### src/verilog/ckc_pkg.sv
/*
 * Constants for the clock generator and master clock control block:
 * register offsets, field positions, reset values and timing counts.
 * Assumes a 32-bit AHB-Lite register bus with word-aligned registers.
 */
package ckc_pkg;

  // ****************************************
  // Register byte offsets
  // ****************************************
  localparam logic [7:0] CKC_OFF_MAIN_OSC = 8'h00;  // Oscillator control
  localparam logic [7:0] CKC_OFF_MAIN_FREQ = 8'h04; // Frequency measure, read only
  localparam logic [7:0] CKC_OFF_PLL_A = 8'h08;     // PLL A configuration
  localparam logic [7:0] CKC_OFF_PLL_B = 8'h0C;     // PLL B configuration
  localparam logic [7:0] CKC_OFF_MCK = 8'h10;       // Master clock selection
  localparam logic [7:0] CKC_OFF_SCDR = 8'h14;      // Processor clock disable, write only
  localparam logic [7:0] CKC_OFF_SCSR = 8'h18;      // Processor clock status
  localparam logic [7:0] CKC_OFF_STATUS = 8'h1C;    // Power status flags
  localparam logic [7:0] CKC_OFF_IMASK = 8'h20;     // Interrupt mask

  // ****************************************
  // Field positions
  // ****************************************
  localparam int CKC_OSC_EN_BIT = 0;     // Oscillator enable
  localparam int CKC_OSC_BYP_BIT = 1;    // Oscillator bypass
  localparam int CKC_OSC_CNT_LSB = 8;    // Start-up count, 8 bits
  localparam int CKC_OSC_CNT_W = 8;
  localparam int CKC_FREQ_W = 16;        // Main frequency count width
  localparam int CKC_FREQ_RDY_BIT = 16;  // Frequency ready flag
  localparam int CKC_DIV_LSB = 0;        // PLL divider, 8 bits
  localparam int CKC_DIV_W = 8;
  localparam int CKC_SETTLE_LSB = 8;     // PLL settle count, 6 bits
  localparam int CKC_SETTLE_W = 6;
  localparam int CKC_MUL_LSB = 16;       // PLL multiplier, 11 bits
  localparam int CKC_MUL_W = 11;
  localparam int CKC_CSS_LSB = 0;        // Source select, 2 bits
  localparam int CKC_PRESCALER_SELECT_LSB = 2;       // Prescaler, 3 bits
  localparam int CKC_MASTER_DIVIDER_SELECT_LSB = 8;       // Master divider, 2 bits
  localparam int CKC_ST_OSC = 0;         // Status: oscillator stable
  localparam int CKC_ST_LOCK_A = 1;      // Status: PLL A locked
  localparam int CKC_ST_LOCK_B = 2;      // Status: PLL B locked
  localparam int CKC_ST_MCK = 3;         // Status: master clock ready
  localparam int CKC_ST_W = 4;

  // ****************************************
  // Reset values and timing
  // ****************************************
  localparam logic [1:0] CKC_CSS_SLOW = 2'h0;  // Slow clock selected at reset
  localparam logic [2:0] CKC_PRESCALER_SELECT_MAX = 3'h6;  // Division by 64
  localparam logic [2:0] CKC_SLOW_DIV = 3'h7;  // Slow clock divided by 8, count 0..7
  localparam logic [4:0] CKC_MEAS_PERIODS = 5'h10;  // Slow periods per measurement

  // Frequency measurement sequencer, one-hot
  typedef enum logic [3:0] {
    CKC_F_IDLE = 4'h1,
    CKC_F_WAIT = 4'h2,
    CKC_F_COUNT = 4'h4,
    CKC_F_DONE = 4'h8
  } ckc_freq_state_t;

endpackage

### src/verilog/ckc_clock_ctrl.sv
/*
 * Clock generator and master clock control: main oscillator enable and
 * start-up counting, main clock frequency measurement, two PLL control
 * channels with lock counters, master clock selection and prescaling,
 * and processor clock idle gating.
 * Assumes slow_clock and main_clock are levels synchronous to clk, and
 * src_tick carries one-cycle pulses of clock sources 1 to 3; bit 0 is unused, since the slow source comes from slow_clock.
 */
// Design decisions made here: the address map and the AHB-Lite interface to the registers.
`timescale 1ns/1ps

module ckc_clock_ctrl (
  // Clock and reset
  input wire logic clk,
  input wire logic srst,
  // AHB-Lite slave
  input wire logic hsel,
  input wire logic [31:0] haddr,
  input wire logic [1:0] htrans,
  input wire logic hwrite,
  input wire logic [2:0] hsize,
  input wire logic [31:0] hwdata,
  input wire logic hready,
  output logic hreadyout,
  output logic hresp,
  output logic [31:0] hrdata,
  // Clock references and sources
  input wire logic slow_clock,
  input wire logic main_clock,
  input wire logic [3:0] src_tick,
  // Processor side
  input wire logic fast_int,
  input wire logic norm_int,
  input wire logic instr_done,
  // Oscillator controls
  output logic osc_enable,
  output logic osc_bypass,
  // PLL controls
  output logic [ckc_pkg::CKC_DIV_W-1:0] pll_a_div,
  output logic [ckc_pkg::CKC_MUL_W-1:0] pll_a_mul,
  output logic pll_a_run,
  output logic [ckc_pkg::CKC_DIV_W-1:0] pll_b_div,
  output logic [ckc_pkg::CKC_MUL_W-1:0] pll_b_mul,
  output logic pll_b_run,
  // Master and processor clock, interrupt
  output logic master_clock_tick,
  output logic [1:0] master_divider_select,
  output logic processor_clock_en,
  output logic irq
);
  import ckc_pkg::*;

  // ****************************************
  // Register bus
  // ****************************************
  logic wr_pend_q;           // Write data phase due
  logic [7:0] wr_addr_q;     // Latched write offset
  logic addr_phase;          // Transfer accepted this cycle
  logic [31:0] rd_word;      // Read mux output

  // Write strobe for one offset in the data phase
  function automatic logic wr_hit(input logic pend, input logic [7:0] a, input logic [7:0] off);
    wr_hit = pend && (a == off);
  endfunction

  assign addr_phase = hsel && htrans[1] && hready;

  // Latch write address phase; zero wait states so hready is always ours
  always_ff @(posedge clk) begin
    if (srst) begin
      wr_pend_q <= 1'b0;
      wr_addr_q <= 8'h00;
    end else begin
      wr_pend_q <= addr_phase && hwrite;
      wr_addr_q <= haddr[7:0];
    end
  end

  // Response is always okay and never stretched
  always_ff @(posedge clk) begin
    if (srst) begin
      hreadyout <= 1'b1;
      hresp <= 1'b0;
    end else begin
      hreadyout <= 1'b1;
      hresp <= 1'b0;
    end
  end

  // ****************************************
  // Slow and main clock edge detection
  // ****************************************
  logic slow_q, main_q;      // Previous samples
  logic slow_rise, slow_fall, main_rise;
  logic [2:0] slow_div_q;    // Divider for the start-up counter
  logic slow8_tick;          // One pulse per eight slow periods

  always_ff @(posedge clk) begin
    if (srst) begin
      slow_q <= 1'b0;
      main_q <= 1'b0;
    end else begin
      slow_q <= slow_clock;
      main_q <= main_clock;
    end
  end

  assign slow_rise = slow_clock && !slow_q;
  assign slow_fall = !slow_clock && slow_q;
  assign main_rise = main_clock && !main_q;

  // Free-running slow/8 divider
  always_ff @(posedge clk) begin
    if (srst) begin
      slow_div_q <= 3'h0;
    end else if (slow_rise) begin
      slow_div_q <= slow_div_q + 3'h1;
    end
  end

  assign slow8_tick = slow_rise && (slow_div_q == CKC_SLOW_DIV);

  // ****************************************
  // Main oscillator
  // ****************************************
  logic [CKC_OSC_CNT_W-1:0] osc_cnt_q;   // Start-up count field, width
  logic [CKC_OSC_CNT_W-1:0] osc_left_q;  // Counter running down
  logic osc_run_q;                       // Start-up wait in progress
  logic osc_stable_flag_q;
  logic osc_wr;

  assign osc_wr = wr_hit(wr_pend_q, wr_addr_q, CKC_OFF_MAIN_OSC);

  // Control fields; enable and bypass come up clear
  always_ff @(posedge clk) begin
    if (srst) begin
      osc_enable <= 1'b0;
      osc_bypass <= 1'b0;
      osc_cnt_q <= '0;
    end else if (osc_wr) begin
      osc_enable <= hwdata[CKC_OSC_EN_BIT];
      osc_bypass <= hwdata[CKC_OSC_BYP_BIT];
      osc_cnt_q <= hwdata[CKC_OSC_CNT_LSB +: CKC_OSC_CNT_W];
    end
  end

  // Start-up countdown; disable wins, since a dead oscillator is never stable
  always_ff @(posedge clk) begin
    if (srst) begin
      osc_run_q <= 1'b0;
      osc_left_q <= '0;
      osc_stable_flag_q <= 1'b0;
    end else if (osc_wr && !hwdata[CKC_OSC_EN_BIT]) begin
      osc_run_q <= 1'b0;
      osc_stable_flag_q <= 1'b0;
    end else if (osc_wr) begin
      osc_run_q <= 1'b1;
      osc_left_q <= hwdata[CKC_OSC_CNT_LSB +: CKC_OSC_CNT_W];
      osc_stable_flag_q <= 1'b0;
    end else if (osc_run_q && osc_left_q == '0) begin
      osc_run_q <= 1'b0;
      osc_stable_flag_q <= 1'b1;
    end else if (osc_run_q && slow8_tick) begin
      osc_left_q <= osc_left_q - 1'b1;
    end
  end

  // ****************************************
  // Main clock frequency counter
  // ****************************************
  ckc_freq_state_t freq_q;
  logic [CKC_FREQ_W-1:0] main_freq_count_q;
  logic [4:0] fall_cnt_q;    // Slow falling edges seen in measurement
  logic freq_count_ready_q;

  // Restarted by any oscillator write so a stale figure is never shown
  always_ff @(posedge clk) begin
    if (srst || osc_wr || !osc_stable_flag_q) begin
      freq_q <= CKC_F_IDLE;
      main_freq_count_q <= '0;
      fall_cnt_q <= 5'h00;
      freq_count_ready_q <= 1'b0;
    end else begin
      case (freq_q)
        CKC_F_IDLE: begin
          freq_q <= CKC_F_WAIT;
        end
        CKC_F_WAIT: begin
          if (slow_rise) begin
            freq_q <= CKC_F_COUNT;
          end
        end
        CKC_F_COUNT: begin
          if (main_rise) begin
            main_freq_count_q <= main_freq_count_q + 1'b1;
          end
          if (slow_fall) begin
            fall_cnt_q <= fall_cnt_q + 5'h01;
            if (fall_cnt_q + 5'h01 == CKC_MEAS_PERIODS) begin
              freq_q <= CKC_F_DONE;
              freq_count_ready_q <= 1'b1;
            end
          end
        end
        CKC_F_DONE: begin
          freq_q <= CKC_F_DONE;
        end
        default: begin
          freq_q <= CKC_F_IDLE;
        end
      endcase
    end
  end

  // ****************************************
  // PLL channels
  // ****************************************
  logic [CKC_DIV_W-1:0] pll_div_q [2];
  logic [CKC_MUL_W-1:0] pll_mul_q [2];
  logic [CKC_SETTLE_W-1:0] pll_settle_q [2];
  logic [CKC_SETTLE_W-1:0] pll_left_q [2];
  logic [1:0] pll_run_q;     // Lock counter running
  logic [1:0] pll_locked_q;  // Lock flags, A then B
  logic [1:0] pll_on_q;      // Divider and multiplier both nonzero

  genvar g;
  generate
    for (g = 0; g < 2; g++) begin : gen_pll
      logic wr;              // This channel's register written
      logic [CKC_DIV_W-1:0] new_div;
      logic [CKC_MUL_W-1:0] new_mul;
      logic [CKC_SETTLE_W-1:0] new_settle;

      assign wr = wr_hit(wr_pend_q, wr_addr_q, (g == 0) ? CKC_OFF_PLL_A : CKC_OFF_PLL_B);
      assign new_div = hwdata[CKC_DIV_LSB +: CKC_DIV_W];
      assign new_mul = hwdata[CKC_MUL_LSB +: CKC_MUL_W];
      assign new_settle = hwdata[CKC_SETTLE_LSB +: CKC_SETTLE_W];

      // Fields reset to zero: divider output held low, PLL off
      always_ff @(posedge clk) begin
        if (srst) begin
          pll_div_q[g] <= '0;
          pll_mul_q[g] <= '0;
          pll_settle_q[g] <= '0;
        end else if (wr) begin
          pll_div_q[g] <= new_div;
          pll_mul_q[g] <= new_mul;
          pll_settle_q[g] <= new_settle;
        end
      end

      // Output runs only with a nonzero divider and multiplier
      always_ff @(posedge clk) begin
        if (srst) begin
          pll_on_q[g] <= 1'b0;
        end else begin
          pll_on_q[g] <= (pll_div_q[g] != '0) && (pll_mul_q[g] != '0);
        end
      end

      // Lock counter; a divider or multiplier change restarts the wait, a zero multiplier stops it
      always_ff @(posedge clk) begin
        if (srst) begin
          pll_run_q[g] <= 1'b0;
          pll_left_q[g] <= '0;
          pll_locked_q[g] <= 1'b0;
        end else if (wr && new_mul == '0) begin
          pll_run_q[g] <= 1'b0;
          pll_locked_q[g] <= 1'b0;
        end else if (wr && (new_mul != pll_mul_q[g] || new_div != pll_div_q[g])) begin
          pll_run_q[g] <= 1'b1;
          pll_left_q[g] <= new_settle;
          pll_locked_q[g] <= 1'b0;
        end else if (pll_run_q[g] && pll_left_q[g] == '0) begin
          pll_run_q[g] <= 1'b0;
          pll_locked_q[g] <= 1'b1;
        end else if (pll_run_q[g] && slow_rise) begin
          pll_left_q[g] <= pll_left_q[g] - 1'b1;
        end
      end
    end
  endgenerate

  assign pll_a_div = pll_div_q[0];
  assign pll_a_mul = pll_mul_q[0];
  assign pll_a_run = pll_on_q[0];
  assign pll_b_div = pll_div_q[1];
  assign pll_b_mul = pll_mul_q[1];
  assign pll_b_run = pll_on_q[1];

  // ****************************************
  // Master clock
  // ****************************************
  logic [1:0] css_q;         // Source select
  logic [2:0] prescaler_select_q;        // Prescaler select
  logic [5:0] prescaler_select_cnt_q;    // Prescaler counter
  logic master_clock_ready_q;
  logic mck_wr, src_pick, prescaler_select_end;

  assign mck_wr = wr_hit(wr_pend_q, wr_addr_q, CKC_OFF_MCK);

  // Selection fields; slow clock and no division at reset
  always_ff @(posedge clk) begin
    if (srst) begin
      css_q <= CKC_CSS_SLOW;
      prescaler_select_q <= 3'h0;
      master_divider_select <= 2'h0;
    end else if (mck_wr) begin
      css_q <= hwdata[CKC_CSS_LSB +: 2];
      prescaler_select_q <= (hwdata[CKC_PRESCALER_SELECT_LSB +: 3] > CKC_PRESCALER_SELECT_MAX) ? CKC_PRESCALER_SELECT_MAX
                                                             : hwdata[CKC_PRESCALER_SELECT_LSB +: 3];
      master_divider_select <= hwdata[CKC_MASTER_DIVIDER_SELECT_LSB +: 2];
    end
  end

  // Slow clock source is the detected rising edge, the rest come as ticks
  assign src_pick = (css_q == CKC_CSS_SLOW) ? slow_rise : src_tick[css_q];
  // Counter wraps at 2^prescaler_select source ticks
  assign prescaler_select_end = (prescaler_select_cnt_q == 6'((7'h01 << prescaler_select_q) - 7'h01));

  // Power-of-two prescaler on the chosen source
  always_ff @(posedge clk) begin
    if (srst || mck_wr) begin
      prescaler_select_cnt_q <= 6'h00;
      master_clock_tick <= 1'b0;
    end else begin
      master_clock_tick <= src_pick && prescaler_select_end;
      if (src_pick) begin
        prescaler_select_cnt_q <= prescaler_select_end ? 6'h00 : prescaler_select_cnt_q + 6'h01;
      end
    end
  end

  // Ready once the first tick of the new setting has come out
  always_ff @(posedge clk) begin
    if (srst) begin
      master_clock_ready_q <= 1'b1;
    end else if (mck_wr) begin
      master_clock_ready_q <= 1'b0;
    end else if (master_clock_tick) begin
      master_clock_ready_q <= 1'b1;
    end
  end

  // ****************************************
  // Processor clock
  // ****************************************
  logic stop_req_q;          // Disable written, waiting for instruction end
  logic wake;

  assign wake = fast_int || norm_int;

  // Gate only at an instruction boundary; other masters run on master clock
  always_ff @(posedge clk) begin
    if (srst) begin
      processor_clock_en <= 1'b1;
      stop_req_q <= 1'b0;
    end else if (wake) begin
      processor_clock_en <= 1'b1;
      stop_req_q <= 1'b0;
    end else if (wr_hit(wr_pend_q, wr_addr_q, CKC_OFF_SCDR) && hwdata[0]) begin
      stop_req_q <= 1'b1;
    end else if (stop_req_q && instr_done) begin
      processor_clock_en <= 1'b0;
      stop_req_q <= 1'b0;
    end
  end

  // ****************************************
  // Status, mask and interrupt
  // ****************************************
  logic [CKC_ST_W-1:0] status;
  logic [CKC_ST_W-1:0] imask_q;

  assign status = {master_clock_ready_q, pll_locked_q[1], pll_locked_q[0], osc_stable_flag_q};

  // Mask register, all sources masked at reset
  always_ff @(posedge clk) begin
    if (srst) begin
      imask_q <= '0;
    end else if (wr_hit(wr_pend_q, wr_addr_q, CKC_OFF_IMASK)) begin
      imask_q <= hwdata[CKC_ST_W-1:0];
    end
  end

  // Level interrupt follows the flags; no sticky copy
  always_ff @(posedge clk) begin
    if (srst) begin
      irq <= 1'b0;
    end else begin
      irq <= |(status & imask_q);
    end
  end

  // Read mux; unmapped and write-only offsets read zero
  always_comb begin
    rd_word = 32'h0000_0000;
    case (haddr[7:0])
      CKC_OFF_MAIN_OSC: begin
        rd_word[CKC_OSC_EN_BIT] = osc_enable;
        rd_word[CKC_OSC_BYP_BIT] = osc_bypass;
        rd_word[CKC_OSC_CNT_LSB +: CKC_OSC_CNT_W] = osc_cnt_q;
      end
      CKC_OFF_MAIN_FREQ: begin
        rd_word[CKC_FREQ_W-1:0] = main_freq_count_q;
        rd_word[CKC_FREQ_RDY_BIT] = freq_count_ready_q;
      end
      CKC_OFF_PLL_A, CKC_OFF_PLL_B: begin
        rd_word[CKC_DIV_LSB +: CKC_DIV_W] = pll_div_q[haddr[2]];
        rd_word[CKC_SETTLE_LSB +: CKC_SETTLE_W] = pll_settle_q[haddr[2]];
        rd_word[CKC_MUL_LSB +: CKC_MUL_W] = pll_mul_q[haddr[2]];
      end
      CKC_OFF_MCK: begin
        rd_word[CKC_CSS_LSB +: 2] = css_q;
        rd_word[CKC_PRESCALER_SELECT_LSB +: 3] = prescaler_select_q;
        rd_word[CKC_MASTER_DIVIDER_SELECT_LSB +: 2] = master_divider_select;
      end
      CKC_OFF_SCSR: begin
        rd_word[0] = processor_clock_en;
      end
      CKC_OFF_STATUS: begin
        rd_word[CKC_ST_W-1:0] = status;
      end
      CKC_OFF_IMASK: begin
        rd_word[CKC_ST_W-1:0] = imask_q;
      end
      default: begin
        rd_word = 32'h0000_0000;
      end
    endcase
  end

  // Read data captured at the address phase, stands through the data phase
  always_ff @(posedge clk) begin
    if (srst) begin
      hrdata <= 32'h0000_0000;
    end else if (addr_phase && !hwrite) begin
      hrdata <= rd_word;
    end
  end

endmodule

### config.mk
export PLATFORM = sky130hd
export DESIGN_NAME = ckc_clock_ctrl
export DESIGN_NICKNAME = d
export VERILOG_FILES = /design/src/verilog/ckc_pkg.sv /design/src/verilog/ckc_clock_ctrl.sv
export SDC_FILE = /design/constraint.sdc
export NUM_CORES = 1
export LEC_CHECK = 0
export BUFFER_PORTS_ARGS = -buffer_cell sky130_fd_sc_hd__buf_4
export CAP_MARGIN = 5
export CORE_ASPECT_RATIO = 0.8
export CORE_MARGIN = 2
export CORE_UTILIZATION = 50
export CTS_BUF_LIST = sky130_fd_sc_hd__clkbuf_4 sky130_fd_sc_hd__clkbuf_8
export DETAILED_ROUTE_END_ITERATION = 12
export GPL_TIMING_DRIVEN = 0
export PLACE_DENSITY_LB_ADDON = 0.15
export SLEW_MARGIN = 15
export SYNTH_ARGS = -nofsm -noshare
export SYNTH_HDL_FRONTEND = slang
export SYNTH_SLANG_ARGS = --single-unit
### constraint.sdc
create_clock -name clk -period 2.7 [get_ports clk]
set_input_delay 0.81 -clock clk [delete_from_list [all_inputs] [get_ports clk]]
set_output_delay 0.81 -clock clk [all_outputs]
set_load 0.05 [all_outputs]
==> results of run 1 <==
## worst paths after layout
kind,startpoint,endpoint,depth (start not counted)
setup / recovery,haddr[4],hrdata[1],7
hold / removal,hrdata[19],hrdata[19],2
setup reg to reg,pll_mul_q[1][7],pll_left_q[1][0],6
hold reg to reg,hrdata[19],hrdata[19],2
## cell type report
| class | instances | area share |
|---|---|---|
| Multi-Input combinational cell | 658 | 0.413 |
| Tap cell | 225 | 0.0271 |
| Sequential cell | 177 | 0.401 |
| Timing Repair Buffer | 122 | 0.0881 |
| Inverter | 24 | 0.00867 |
| Clock buffer | 23 | 0.0280 |
| Buffer | 56 | 0.0270 |
| Clock inverter | 9 | 0.00794 |
## cells by family after synthesis
family,after synthesis,share of synthesized area
adder cells (fa/ha/maj),11,0.0157
multiplexers,44,0.0562
XOR/XNOR,66,0.0659
other,2,0.000856
flip-flops,177,0.475
AO/OA/AOI/OAI,168,0.127
AND/OR/NAND/NOR,361,0.217
buffers and inverters,80,0.0420
## stage by stage
stage | setup WS [ns] | setup TNS (ns) | hold WS, ns | power, uW | instance area, sq um
floorplan | 0.0392 | 0 | 0.436 | 3210 | 8790
global placement | -0.799 | -13.16 | 0.443 | 3430 | 9960
detailed placement | -0.781 | -12.82 | 0.450 | 3430 | 9960
CTS | 0.0778 | 0 | 0.462 | 5180 | 10400
global route | 0.0295 | 0 | 0.481 | 5350 | 10400
finish | 0.0118 | 0 | 0.461 | 5200 | 10400
## metal layers
metal	vias up	part of all wire	track usage
li1	3594	-	-
met1	3718	0.46	0.427
met2	397	0.42	0.416
met3	40	0.10	0.0646
met4	0	0.018	0.0841
met5	-	0	0
## worst min-delay path, cell delays in order (launching register included)
cell	delay, ns
dfxtp_1	0.32
nand2_1	0.05
a21oi_1	0.05
## flip-flops by register name (all words and copies together), names as in the netlist, 4 cells and up
signal	count
fall_cnt_q	5
pll_div_q	16
freq_q	4
hrdata	27
wr_addr_q	8
pll_settle_q	12
main_freq_count_q	16
prescaler_select_cnt_q	6
osc_cnt_q	8
imask_q	4
pll_mul_q	22
pll_left_q	12
osc_left_q	8
## layout by cell type (no fill, tap or decap), drive strengths merged, types with 26 or more instances in the layout
master,instances
edfxtp,62
inv,26
and3,32
a21oi,53
xnor2,33
dfxtp,115
nand3,37
o21ai,30
nor2,71
nor3,31
nand2,73
xor2,33
clkbuf,58
buf,143
## report_power, final
part	internal, uW	switching (uW)
combinational	188	359
clock	818	991
sequential	2800	47.5
total	3800	1400
## what timing repair did
item / in CTS / in global routing
resized for setup: 4 / 6
hold buffers: 0 / 0
pin swaps: 1 / 0
buffers inserted: 1 / 2
gates cloned: 0 / 1
setup endpoints to repair: 22 / 16
==> run_results.csv, run 1 <==
group,metric,value,unit
outcome,outcome,"finished, final reports clean",
route,wl,26.9,mm
final_layout,antenna_cells,0,
route,vias,7749,
timing,grt_setup_unrepaired,"no",
global_route,gr-total-overflow,0,
floorplan,die_w,152,microns
timing,fin_crit,2.69,ns
logic_synthesis,synthDistinctLibCells,74,
place,place_congestion,0.933,
route,drc,0,
timing,clock_skew,0.0107,ns
timing,timing.fmax,0.372,GHz
job,maxCapViolations,0,
final_layout,final_cells,1294,
timing,setup_viol,0,
clocking,cts_buffer_depth,2,
route,dr.pass1.iters,6,
critical_path,crit_required,3.06,ns
route,avgRoutedWirePerCell,20.8,microns
critical_path,path_max_fanout,10,
critical_path,slowest_stage,"buf_1",
route,first_iter_violations,893,
floorplan,chipHeight,122,microns
critical_path,rrSetupSlack,0.09,ns
global_route,grt_max_degree,27,
critical_path,worstSetupPathType,"in -> reg",
min_path,min_path_type,"reg -> reg",
clocking,clk_pin_slew,0.09,ns
final_layout,multi_input_area,4290,sq um
clocking,clock-root-buffer,"clkbuf_8",
final_layout,register_area,4160,sq um
critical_path,cp-start-kind,"input port",
floorplan,initial_core_util,0.508,
place,dpl.cell_count,1258,
clocking,clkSinkCount,177,
logic_synthesis,synth_edf_count,62,
critical_path,crit_family,"buffers and inverters",
place,hpwlAfterDp,19.7,mm
final_layout,area_growth,18.6,%
timing,slew_viol_final,0,
timing,hold_viol,0,
timing,relSlewSlack,0.286,
global_route,grt_use_total,0.286,
clocking,numCtsBuffers,17,
critical_path,arrival,3.04,ns
floorplan,io_pins,164,
critical_path,critPathCaptureType,"flip-flop",
final_layout,final_nets,1150,
final_layout,fillCellCount,1552,
place,io_buffers,119,
critical_path,critical_path.max_stage_delay,0.52,ns
floorplan,core_area,17300,sq um
route,final_antenna_net_count,0,
global_route,grt_pass1_vias,6984,
power_and_ir_drop,leakage,0.00405,uW
clocking,htreeDepth,4,
logic_synthesis,yosysMostFrequentCell,"dfxtp_1",
critical_path,crit_top_cell,"buf_1",
floorplan,die_area,18600,sq um
clocking,insertion_delay,0.49,ns
power_and_ir_drop,p_per_area,500,nW/um^2
critical_path,critPathBufInv,3,
timing,tightest_slew,1.07,ns
timing,final.period_utilization,0.996,
logic_synthesis,avgSynthCellArea,9.65,sq um
floorplan,rows,43,
critical_path,cp_cell_sequence,"buf_4 -> buf_1 -> buf_1 -> mux2i_1 -> o22ai_1 -> a221oi_1 -> a21oi_1",
clocking,cts_tree,"done",
logic_synthesis,yosys.area.top_type_share,0.263,
route,vias_per_cell,5.99,
logic_synthesis,yosys_warnings,0,
logic_synthesis,ys.flop_type,"dfxtp_1",
logic_synthesis,ys_seq_elements,177,
logic_synthesis,synth_top_area_cell,"dfxtp_1",
logic_synthesis,synthCells,909,
logic_synthesis,async_reset_ff_frac,0,
logic_synthesis,synth_common_cells,"dfxtp_1, nand2_1, nor2_1, edfxtp_1, a21oi_1",
logic_synthesis,netlist_area,8770,sq um
power_and_ir_drop,ir_worst_vdd,345,uV
final_layout,drive_gt1_frac,0.210,
global_route,antenna_found_initial,0,
logic_synthesis,yosysSeqAreaShare,0.475,
final_layout,fin_util,0.602,
logic_synthesis,synth_area_leaders,"dfxtp_1, edfxtp_1, xnor2_1",
global_route,grt_pass1_wl,40.6,mm
Power figures use the tool's default switching activity.
==> run 2, diff against run 1 <==
CORE_ASPECT_RATIO = 0.6   (was 0.8)
==> run 2 against run 1 <==
  * Power down 0.13%
  * Critical path type unchanged
  * Global-route usage down 0.43 points
  * Cell count up 0.54%
  * Critical endpoint unchanged
  * Non-clock buffer count down 2
==> run_results.csv, run 2 (synthesis results as in run 1) <==
group,metric,value,unit
floorplan,chipHeight,107,microns
critical_path,critPathCaptureType,"flip-flop",
route,wl,26.7,mm
floorplan,die_w,175,microns
final_layout,final_area,10400,sq um
route,drc,0,
place,io_buffers,119,
global_route,grt_pass1_vias,6699,
final_layout,regMostFlops,"hrdata",
clocking,numCtsBuffers,17,
global_route,gr-total-overflow,0,
clocking,htreeDepth,4,
min_path,min_path_type,"reg -> reg",
timing,tightest_slew,1.06,ns
timing,setup_viol,0,
timing,grt_setup_unrepaired,"no",
route,vias_per_cell,5.98,
floorplan,core_area,17200,sq um
power_and_ir_drop,power.switching,1450,uW
final_layout,largest_register_ffs,27,
timing,relSlewSlack,0.296,
route,first_iter_violations,966,
route,dr.pass1.iters,6,
final_layout,final_common_cell,"buf_4",
global_route,grt_pass1_wl,39.6,mm
timing,hold_viol,0,
timing,fin_crit,2.61,ns
clocking,clk_pin_slew,0.11,ns
clocking,clkSinkCount,177,
place,dpl.cell_count,1267,
route,avgRoutedWirePerCell,20.5,microns
place,preCtsSetupSlack,-0.817,ns
place,hpwlAfterDp,20.2,mm
global_route,grt_use_total,0.282,
route,vias,7778,
timing,clock_skew,0.0241,ns
clocking,insertion_delay,0.46,ns
floorplan,initial_core_util,0.511,
power_and_ir_drop,ir_worst_vdd,268,uV
job,maxCapViolations,0,
timing,slew_viol_final,0,
final_layout,area_growth,19.0,%
clocking,hold_buffers,0,
timing,final.period_utilization,0.965,
critical_path,arrival,2.92,ns
critical_path,critical_path.max_stage_delay,0.53,ns
place,place_area,9970,sq um
clocking,cts_buffer_depth,2,
global_route,grt_max_degree,26,
final_layout,final_cells,1301,
final_layout,final_cell_mix,"buf_4, dfxtp_1, nand2_1, nor2_1, edfxtp_1",
power_and_ir_drop,clock_power_share,0.346,
critical_path,cp-start-kind,"input port",
power_and_ir_drop,p_per_area,498,nW/um^2
power_and_ir_drop,leakage,0.00405,uW
critical_path,crit_top_cell,"buf_1",
final_layout,fin_util,0.607,
power_and_ir_drop,p_int,3740,uW
final_layout,reg_top3,"hrdata: 27 flops, pll_mul_q: 22 flops",
clocking,cts_tree,"done",
final_layout,antenna_cells,0,
critical_path,slowest_stage,"buf_1",
critical_path,cp_cell_sequence,"buf_4 -> buf_1 -> buf_1 -> mux2i_1 -> o22ai_1 -> a221oi_1 -> a21oi_1",
power_and_ir_drop,combPwrFrac,0.107,
outcome,outcome,"finished, final reports clean",
clocking,clock-root-buffer,"clkbuf_8",
global_route,antenna_found_initial,0,
place,place_congestion,0.953,
critical_path,crit_required,3.02,ns
floorplan,die_area,18600,sq um
route,final_antenna_net_count,0,
timing,fin_ws,0.0947,ns
final_layout,final_nets,1148,
power_and_ir_drop,swShare,0.280,
critical_path,path_max_fanout,10,
critical_path,worstSetupPathType,"in -> reg",
timing,timing.fmax,0.384,GHz
floorplan,rows,37,
power_and_ir_drop,pwr-share-seq,0.548,
floorplan,io_pins,164,
final_layout,drive_gt1_frac,0.209,
-- run 2: cell count changes in the layout (fill, tap and decap cells not counted), sizes merged --
cell	before	now
buf	143	141
clkinv	5	7
inv	26	29
clkbuf	58	53
-- run 2: worst max-delay path: cells and delay by family --
family                 cells  cell delay [ns]
AOI/OAI and AO/OA          3             0.67
buffers and inverters      3             1.13
muxes                      1             0.31
-- run 2: area by class of cell --
class                   instances  area [sq um]
plain buffers                  56           280
clock buffers                  18           241
clock inverters                14           131
fillers                      1502          6740
inverters                      24          90.1
multi-input cells             658          4330
flip-flops and latches        177          4160
well taps                     234           293
repair buffers                120           901
-- run 2: worst paths after layout --
check / start / to / slack, ns / cells after the start
worst max-delay path: haddr[4] / hrdata[1] / 0.09 / 7
worst min-delay path: hrdata[19] / hrdata[19] / 0.46 / 2
worst max register to register: wr_addr_q[1] / pll_left_q[0][0] / 0.16 / 6
worst min register to register: hrdata[19] / hrdata[19] / 0.46 / 2
-- run 2: what timing repair did --
action / 4_1_cts / 5_1_grt
cloned: 1 / 0
pin swaps: 1 / 0
setup buffers: 1 / 0
resized for setup: 6 / 8
setup endpoints to repair: 18 / 28
-- run 2: per-layer routing --
metal / share of wire / wire (microns) / track usage / vias up
li1: - / - / - / 3586
met1: 0.48 / 12900 / 0.468 / 3691
met3: 0.13 / 3440 / 0.0599 / 25
met5: 0 / 0 / 0 / -
met2: 0.38 / 10100 / 0.363 / 476
met4: 0.0092 / 246 / 0.0589 / 0
-- run 2: stage by stage --
stage / TNS (ns) / power (uW) / hold WS, ns
after floorplan: 0 / 3210 / 0.436
after global routing: 0 / 5320 / 0.483
final: 0 / 5190 / 0.458
after detailed placement: -15.26 / 3430 / 0.446
after CTS: 0 / 5180 / 0.460
after global placement: -14.10 / 3430 / 0.443
-- run 2: power by group through the flow --
stage	Clock [uW]	Combinational [uW]	Sequential, uW
global placement	0	526	2900
floorplan	0	247	2960
global route	1890	580	2850
finish	1790	554	2840
CTS	1800	538	2840
detailed placement	0	530	2900
==> run 3, diff against run 2 <==
ABC_AREA = 1   (was default)
==> run 3 against run 2 <==
  * Cell count rose by 22%
  * Register-to-register slack gained 0.19 ns
  * First-iteration DRC count grew 14%
  * Global-route usage is 0.79 points higher
  * Combinational power up 15%
  * Maximum frequency grew 3.0%
  * Setup slack improved by 0.076 ns
  * Hold slack better by 0.013 ns
  * Largest cell class unchanged
  * Largest power group unchanged
==> run_results.csv, run 3 <==
group,metric,value,unit
timing,tightest_slew,0.746,ns
timing,slew_viol_final,0,
logic_synthesis,ys_seq_elements,177,
critical_path,crit_required,2.84,ns
critical_path,path_max_fanout,26,
floorplan,io_pins,164,
route,dr.pass1.iters,6,
clocking,cts_tree,"done",
final_layout,regMostFlops,"hrdata",
logic_synthesis,yosys_warnings,0,
min_path,min_path_type,"reg -> reg",
power_and_ir_drop,power,5390,uW
place,place_congestion,0.923,
place,io_buffers,119,
timing,setup_viol,0,
critical_path,arrival,2.67,ns
logic_synthesis,async_reset_ff_frac,0,
timing,hold_viol,0,
logic_synthesis,synth_common_cells,"nand2_1, nor2_1, inv_1, dfxtp_1, nand3_1",
timing,fin_crit,2.53,ns
floorplan,die_w,178,microns
timing,clock_skew,0.0164,ns
timing,timing.fmax,0.395,GHz
route,final_antenna_net_count,0,
logic_synthesis,ys.flop_type,"dfxtp_1",
outcome,outcome,"finished, final reports clean",
final_layout,antenna_cells,0,
global_route,gr-total-overflow,0,
logic_synthesis,synth_edf_count,62,
route,drc,0,
final_layout,drive_gt1_frac,0.153,
timing,final.period_utilization,0.937,
final_layout,fin_util,0.597,
job,maxCapViolations,0,
logic_synthesis,synthDistinctLibCells,48,
floorplan,core_area,18000,sq um
floorplan,rows,38,
clocking,clock-root-buffer,"clkbuf_8",
logic_synthesis,synth_top_area_cell,"dfxtp_1",
global_route,grt_max_degree,27,
global_route,grt_pass1_vias,7586,
critical_path,rrSetupSlack,0.35,ns
floorplan,chipHeight,109,microns
logic_synthesis,avgSynthCellArea,7.67,sq um
critical_path,cp-start-kind,"input port",
clocking,insertion_delay,0.48,ns
timing,grt_setup_unrepaired,"no",
clocking,post_cts_buffers,0,
place,hpwlAfterDp,21.2,mm
logic_synthesis,netlist_area,9110,sq um
critical_path,r2r_cells,8,
global_route,grt_pass1_wl,41.7,mm
final_layout,largest_register_ffs,27,
route,wl,27.5,mm
floorplan,die_area,19400,sq um
global_route,grt_use_total,0.290,
logic_synthesis,yosysSeqAreaShare,0.457,
clocking,htreeDepth,4,
power_and_ir_drop,leakage,0.00461,uW
route,avgRoutedWirePerCell,17.4,microns
logic_synthesis,yosysMostFrequentCell,"nand2_1",
logic_synthesis,synth_area_leaders,"dfxtp_1, edfxtp_1, nand2_1",
route,first_iter_violations,1098,
final_layout,reg_top3,"hrdata: 27 flops, pll_mul_q: 22 flops",
route,vias,8623,
critical_path,critPathCaptureType,"flip-flop",
route,vias_per_cell,5.44,
final_layout,final_common_cell,"nand2_1",
clocking,clkSinkCount,177,
clocking,clk_pin_slew,0.09,ns
power_and_ir_drop,p_per_area,503,nW/um^2
power_and_ir_drop,ir_worst_vdd,332,uV
final_layout,final_cell_mix,"nand2_1, nor2_1, inv_1, buf_4, dfxtp_1",
clocking,numCtsBuffers,17,
final_layout,final_nets,1425,
logic_synthesis,synthCells,1188,
min_path,hold_depth,2,
final_layout,area_growth,17.8,%
critical_path,worstSetupPathType,"in -> reg",
global_route,antenna_found_initial,0,
clocking,cts_buffer_depth,2,
floorplan,initial_core_util,0.507,
logic_synthesis,yosys.area.top_type_share,0.253,
timing,relSlewSlack,0.501,
## run 3: power by group
part	internal (uW)	switching (uW)	leakage [uW]
logic	195	441	0.00285
registers	2810	59.8	0.00156
clock network	871	1020	0.000198
total	3880	1520	0.00461
## run 3: worst paths after layout
path,to,from
worst max-delay path,pll_left_q[0][4],srst
worst min-delay path,hrdata[0],hrdata[0]
worst max register to register,pll_left_q[0][4],wr_addr_q[7]
worst min register to register,hrdata[0],hrdata[0]
## run 3: metrics by stage
step / setup slack (ns) / setup TNS [ns] / instance area [sq um] / instances / hold WS, ns
finish: 0.170 / 0 / 10700 / 1584 / 0.471
global route: 0.0333 / 0 / 10700 / 1584 / 0.486
CTS: 0.0783 / 0 / 10700 / 1584 / 0.469
detailed placement: -0.564 / -7.38 / 10300 / 1552 / 0.448
global placement: -0.542 / -6.76 / 10300 / 1552 / 0.442
floorplan: 0.225 / 0 / 9130 / 1193 / 0.429
## run 3: metal layers
metal | up-vias | GRT usage | routed length (microns)
li1 | 4169 | - | -
met1 | 3966 | 0.457 | 13000
met2 | 453 | 0.388 | 10800
met3 | 35 | 0.0679 | 3310
met4 | 0 | 0.0784 | 369
met5 | - | 0 | 0
## run 3: final cells by class
type                       count  area [sq um]
timing repair buffer         119           893
multi-input combinational    827          4210
inverter                     150           563
clock inverter                12           133
buffer                        39           199
tap                          240           300
clock buffer                  20           263
sequential                   177          4160
fill                        1701          7240
## run 3: what timing repair did
| item | 4_1_cts | 5_1_grt |
|---|---|---|
| endpoints found under the setup margin | 6 | 6 |
| pin swaps | 0 | 0 |
| resized for setup | 1 | 1 |
| hold buffers | 0 | 0 |
## run 3: cells by family after synthesis
group                    synth area share
buffers and inverters              0.0836
other                            0.000824
flip-flops                          0.457
adder cells (fa/ha/maj)            0.0151
AND/OR/NAND/NOR                     0.285
XOR/XNOR                           0.0481
AO/OA/AOI/OAI                       0.110
## run 3: worst max-delay path: stages
cell and delay [ns]:
clkbuf_1 0.40, inv_1 0.11, buf_2 0.25, nand2_4 0.36, nand2_1 0.31, nand3_1 0.16, nand3_1 0.26
